--- config.mk ---
export PLATFORM = sky130hd
export DESIGN_NAME = pxirq_flags
export DESIGN_NICKNAME = d
export VERILOG_FILES = /design/src/pxirq_pkg.sv /design/src/pxirq_flags.sv /design/src/pxirq_edge.sv
export SDC_FILE = /design/constraint.sdc
export NUM_CORES = 1
export LEC_CHECK = 0
export BUFFER_PORTS_ARGS = -buffer_cell sky130_fd_sc_hd__buf_2
export CAP_MARGIN = 25
export CORE_ASPECT_RATIO = 0.75
export CORE_MARGIN = 2
export CORE_UTILIZATION = 43
export CTS_BUF_LIST = sky130_fd_sc_hd__clkbuf_16
export DETAILED_ROUTE_END_ITERATION = 10
export PLACE_DENSITY_LB_ADDON = 0.3
export SLEW_MARGIN = 20
export SYNTH_ARGS = -nofsm -noshare
export SYNTH_HDL_FRONTEND = slang
export SYNTH_SLANG_ARGS = --single-unit
--- constraint.sdc ---
create_clock -name i_clk -period 0.8 [get_ports i_clk]
set_input_delay 0.08 -clock i_clk [delete_from_list [all_inputs] [get_ports i_clk]]
set_output_delay 0.08 -clock i_clk [all_outputs]
set_load 0.05 [all_outputs]
--- src/pxirq_pkg.sv ---
`default_nettype none
package pxirq_pkg;
   // register width and number of external inputs
   localparam int PXIRQ_REG_W = 8;
   localparam int PXIRQ_N_IN = 3;
   // field positions in the pending/enable register
   localparam int PXIRQ_PEND_LSB = 4;
   localparam int PXIRQ_EN_LSB = 0;
   localparam int PXIRQ_UNUSED_HI = 7;
   localparam int PXIRQ_UNUSED_MID = 3;
   // reset values
   localparam logic [2:0] PXIRQ_PEND_RST = 3'h0;
   localparam logic [2:0] PXIRQ_EN_RST = 3'h0;
   localparam logic [7:0] PXIRQ_RDATA_RST = 8'h00;
   // synchroniser depth ahead of the edge detector
   localparam int PXIRQ_SYNC_STAGES = 2;
endpackage : pxirq_pkg
`default_nettype wire

--- src/pxirq_flags.sv ---
`default_nettype none
module pxirq_flags
   import pxirq_pkg::*;
(
   // clock and reset
   input wire logic i_clk,
   input wire logic i_rstn,
   // port pins, asynchronous to i_clk
   input wire logic i_port_zero_pin_a,
   input wire logic i_port_zero_pin_b,
   input wire logic i_port_zero_pin_c,
   // edge choice per input, 1 rising, 0 falling
   input wire logic [2:0] i_edge_rising,
   // register port, direct addressing only
   input wire logic i_reg_wr,
   input wire logic [7:0] i_reg_wdata,
   output logic [7:0] o_reg_rdata,
   // cpu level requests
   output logic o_cpu_level_four,
   output logic o_cpu_level_five,
   output logic o_cpu_level_six
);
   logic [2:0] pins;
   logic [2:0] edge_hit;
   logic [2:0] pend;
   logic [2:0] en;
   logic [2:0] next_pend;
   logic [2:0] next_en;
   logic [2:0] wr_pend;
   logic [2:0] clr;
   logic [7:0] next_rdata;
   logic [2:0] next_req;
   logic [2:0] req;

   // bit 0 is ext_irq_zero, bit 2 is ext_irq_two
   assign pins = {i_port_zero_pin_c, i_port_zero_pin_b, i_port_zero_pin_a};

   // the register port has no address: it stands for the single direct
   // register location, so indirect forms never reach it
   assign wr_pend = i_reg_wdata[PXIRQ_PEND_LSB +: PXIRQ_N_IN];

   // pending field must sit above the enable field inside the register
   if (PXIRQ_PEND_LSB + PXIRQ_N_IN > PXIRQ_REG_W ||
         PXIRQ_EN_LSB + PXIRQ_N_IN > PXIRQ_PEND_LSB) begin : g_bad_layout
      $error("register field layout does not fit the register");
   end

   genvar g;
   generate
      for (g = 0; g < PXIRQ_N_IN; g++) begin : g_in
         pxirq_edge u_edge (
            .i_clk(i_clk),
            .i_rstn(i_rstn),
            .i_pin(pins[g]),
            .i_rising(i_edge_rising[g]),
            .o_edge(edge_hit[g])
         );
      end
   endgenerate

   always_comb begin
      // only a written zero clears; a written one is ignored
      clr = i_reg_wr ? ~wr_pend : 3'h0;
      // an edge in the clearing cycle wins, so no event is lost
      next_pend = (pend & ~clr) | edge_hit;
      next_en = en;
      if (i_reg_wr) begin
         next_en = i_reg_wdata[PXIRQ_EN_LSB +: PXIRQ_N_IN];
      end
      // request needs both flag and enable
      next_req = pend & en;
      // unused positions read zero
      next_rdata = 8'h00;
      next_rdata[PXIRQ_PEND_LSB +: PXIRQ_N_IN] = pend;
      next_rdata[PXIRQ_EN_LSB +: PXIRQ_N_IN] = en;
   end

   always_ff @(posedge i_clk or negedge i_rstn) begin
      if (!i_rstn) begin
         pend <= PXIRQ_PEND_RST;
         en <= PXIRQ_EN_RST;
         req <= 3'h0;
         o_reg_rdata <= PXIRQ_RDATA_RST;
      end else begin
         pend <= next_pend;
         en <= next_en;
         req <= next_req;
         o_reg_rdata <= next_rdata;
      end
   end

   // outputs straight from the request flops; one cycle after the flag
   assign o_cpu_level_four = req[0];
   assign o_cpu_level_five = req[1];
   assign o_cpu_level_six = req[2];
endmodule : pxirq_flags
`default_nettype wire

--- src/pxirq_edge.sv ---
`default_nettype none
module pxirq_edge
   import pxirq_pkg::*;
(
   // clock and reset
   input wire logic i_clk,
   input wire logic i_rstn,
   // pin and edge choice
   input wire logic i_pin,
   input wire logic i_rising,
   // detected edge
   output logic o_edge
);
   logic sync_a;
   logic sync_b;
   logic prev;
   logic next_edge;
   // fills with ones after reset; marks sync and prev as real samples
   logic [PXIRQ_SYNC_STAGES:0] fill;

   // first stage feeds only the second; metastability stays contained
   always_ff @(posedge i_clk or negedge i_rstn) begin
      if (!i_rstn) begin
         sync_a <= 1'b0;
         sync_b <= 1'b0;
         prev <= 1'b0;
         fill <= '0;
      end else begin
         sync_a <= i_pin;
         sync_b <= sync_a;
         prev <= sync_b;
         fill <= {fill[PXIRQ_SYNC_STAGES-1:0], 1'b1};
      end
   end

   // no edge until filled: a pin resting opposite the reset value would
   // fake one; an edge in the first cycles after reset is lost instead
   always_comb begin
      if (i_rising) begin
         next_edge = fill[PXIRQ_SYNC_STAGES] & sync_b & ~prev;
      end else begin
         next_edge = fill[PXIRQ_SYNC_STAGES] & ~sync_b & prev;
      end
   end

   always_ff @(posedge i_clk or negedge i_rstn) begin
      if (!i_rstn) begin
         o_edge <= 1'b0;
      end else begin
         o_edge <= next_edge;
      end
   end
endmodule : pxirq_edge
`default_nettype wire

==> flow_metrics.tcl <==
set metrics [dict create \
    critPathSlowestCell "dfrtp_1" \
    drv_cap 0 \
    post-route-drc-count 0 \
    fillers 156 \
    cp_num_buf_inv 1 \
    stdcell_area_um2 1354 \
    wirelength_mm 1.226 \
    wl_met1_um 511 \
    cts_num_sinks 30 \
    finalSetupViolCount 9 \
    drtPass1Iterations 4 \
    crit_required_ns 0.72 \
    antenna_found_initial 0 \
    grt_setup_unrepaired "yes" \
    ys_seq_area_share_pct 80.00 \
    leakagePower_nw 0.6756 \
    synth_top_family_by_area "simple AND/OR/NAND/NOR gates" \
    max_stage_delay_ns 0.37 \
    synthXorXnorAreaFrac_pct 0 \
    htree_levels 2 \
    end_kind "output port" \
    chipHeight_um 44.46 \
    cellInternalPower_mw 3.298 \
    criticalPathCategory "reg2out" \
    viasPerCell 4.561 \
    hold_path.class "in2reg" \
    power.density_nw_per_um2 3126 \
    clock_path_buffers 2 \
    synthesis.area_um2 938.4 \
    fin_worst_skew_ns 0.003164 \
    path_clk_slew_ns 0.05 \
    place_ws_ns 0.04553 \
    ir_drop_mv 2.131 \
    core-area_um2 2032 \
    slew_violations 0 \
    yosys-mux-area-fraction_pct 3.600 \
    gp_congestion 0.6053 \
    synthTopCellsByArea "dfrtp_1 80%, mux2_2 3.6%, nand4bb_1 3.6%" \
    ys_warn_count 0 \
    drive_above_1_share_pct 38.89 \
    yosys.cell_types.count 10 \
    grt_pass1_wl_mm 2.283 \
    die_x_um 57.94 \
    yosys.area_share.simple_pct 11.60 \
    yosysTopAreaCell "dfrtp_1" \
    top_layer_used "met4" \
    min_period_over_period_pct 108.7 \
    clock.fmax_mhz 1150 \
    worstSkewPairLatency_ns 0.26 \
    routed-via-count 520 \
    grt_max_degree 31 \
    post-route-min-period_ns 0.8697 \
    post_cts_buffers 0 \
    syn_area_per_cell_um2 17.06 \
    r2r_cells 1 \
    whs_path_depth 2 \
    synth_adder_area_share_pct 0 \
    port_buffers 23 \
    pwr-share-comb_pct 11.6 \
    initialDrtViolationCount 5 \
    hold_viol 0 \
    met3WireLength_um 103 \
    seqPwrFrac_pct 40.5 \
    synthCells 55 \
    overflow 0 \
    critPathMaxFanout 1 \
    layout.nets 106 \
    failed_checks "setup timing" \
    postPlaceCellArea_um2 1092 \
    clock-root-buffer "clkbuf_16" \
    dpl.hpwl_um 828.3 \
    final_util_pct 66.63 \
    antennaDiodeCount 0 \
    io-pin-count 28 \
    postRouteAntennaNets 0 \
    path_depth 1 \
    switchingPower_uw 933.2 \
    rows 14 \
    numCtsBuffers 5 \
    cp-start-kind "flop" \
    power.total_mw 4.231 \
    netlist.area_leader.share_pct 80.00 \
    grt_usage_pct 12.99 \
    start_util_pct 46.18 \
    synth_compound_area_share_pct 2.400 \
    cts_tree "yes" \
    switching_share_pct 22.05 \
    fin_ws_ns -0.06971 \
    syn2layout_area_growth_pct 44.27 \
    dr_wl_met2_um 601 \
    hold_ws_ns 0.04919 \
    wire_per_inst_um 10.75 \
    ys_ff_latch 30 \
    crit_chain "buf_6" \
    status "complete, but fails checks" \
    crit_family "flip-flops" \
    p_clk_share_pct 47.8 \
    crit_arrival_ns 0.79 \
    grt_pass1_vias 550 \
    dieArea_um2 2576 \
]
==> placed cells by master, fill, tap and decap left out <==
cell type,Yosys,layout
nand4b_1,3,3
bufinv_16,0,1
dfrtp_1,30,30
and2_1,3,3
buf_12,0,1
buf_6,0,9
clkinv_2,0,2
buf_2,0,14
nand2_1,3,3
clkbuf_16,0,5
a21o_1,3,3
dlygate4sd3_1,0,4
nand2b_1,3,3
conb_1,2,3
nand4bb_1,3,3
mux2_2,3,3
==> power by group through the flow <==
stage               logic (mW)  clock network, mW  registers, mW
floorplan               0.0904                  0           1.91
global placement         0.415                  0           1.72
detailed placement       0.418                  0           1.73
CTS                      0.498               2.09           1.72
global route             0.524               2.18           1.73
finish                   0.493               2.02           1.72
==> cells by family after synthesis <==
group,after synthesis
DFF,30
muxes,3
other,2
AOI/OAI and AO/OA,3
buffers and inverters,2
and+or+nand+nor,15
==> layer usage <==
metal  global-route usage, %  vias to the layer above
met5                       0                        -
met4                   6.977                        0
met3                   7.310                        2
met2                   21.82                       22
met1                   12.97                      250
li1                        -                      246
==> timing repair <==
action | in CTS | in global routing
hold endpoints to repair | 33 | 0
setup endpoints to repair | 9 | 9
gates cloned | 0 | 0
gates resized for setup | 18 | 0
hold buffers | 4 | 0
==> sequential cells by signal (all words and copies together), names as in the netlist <==
signal and count:
g_in.u_edge.sync_b 3, req 3, o_reg_rdata 6, g_in.u_edge.sync_a 3, pend 3, en 3
g_in.u_edge.fill 3, g_in.u_edge.o_edge 3, g_in.u_edge.prev 3
==> path summary, 6_finish.rpt <==
kind | start | end | slack [ns]
setup / recovery | req[2]$_DFF_PN0_ | o_cpu_level_six | -0.07
hold / removal | i_reg_wdata[0] | en[0]$_DFFE_PN0P_ | 0.05
setup reg to reg | en[2]$_DFFE_PN0P_ | en[2]$_DFFE_PN0P_ | 0.05
hold reg to reg | g_in[0].u_edge.sync_a$_DFF_PN0_ | g_in[0].u_edge.sync_b$_DFF_PN0_ | 0.35
max in group asynchronous | i_rstn | g_in[0].u_edge.fill[2]$_DFF_PN0_ | 0.35
min in group asynchronous | i_rstn | pend[1]$_DFF_PN0_ | 0.30
==> cell usage after synthesis (all sizes together) <==
cell and count:
nand4b 3, buf 2, nand2b 3, nand2 3
dfrtp 30, and2 3, nand4bb 3, mux2 3
conb 2, a21o 3
==> area by class of cell <==
class / count / area [µm²] / area share [%]
Sequential cell: 30 / 750.7 / 55.45
Timing Repair Buffer: 28 / 231.5 / 17.10
Multi-Input combinational cell: 24 / 176.4 / 13.03
Clock buffer: 5 / 125.1 / 9.242
Clock inverter: 3 / 40.04 / 2.957
Tap cell: 24 / 30.03 / 2.218
==> stage by stage <==
step                TNS, ns  std cells
global placement          0        102
floorplan                 0         56
finish              -0.5457        114
detailed placement        0        102
CTS                 -0.6493        114
global route        -0.7767        114
Note: power is estimated with default switching activity, not from simulation.
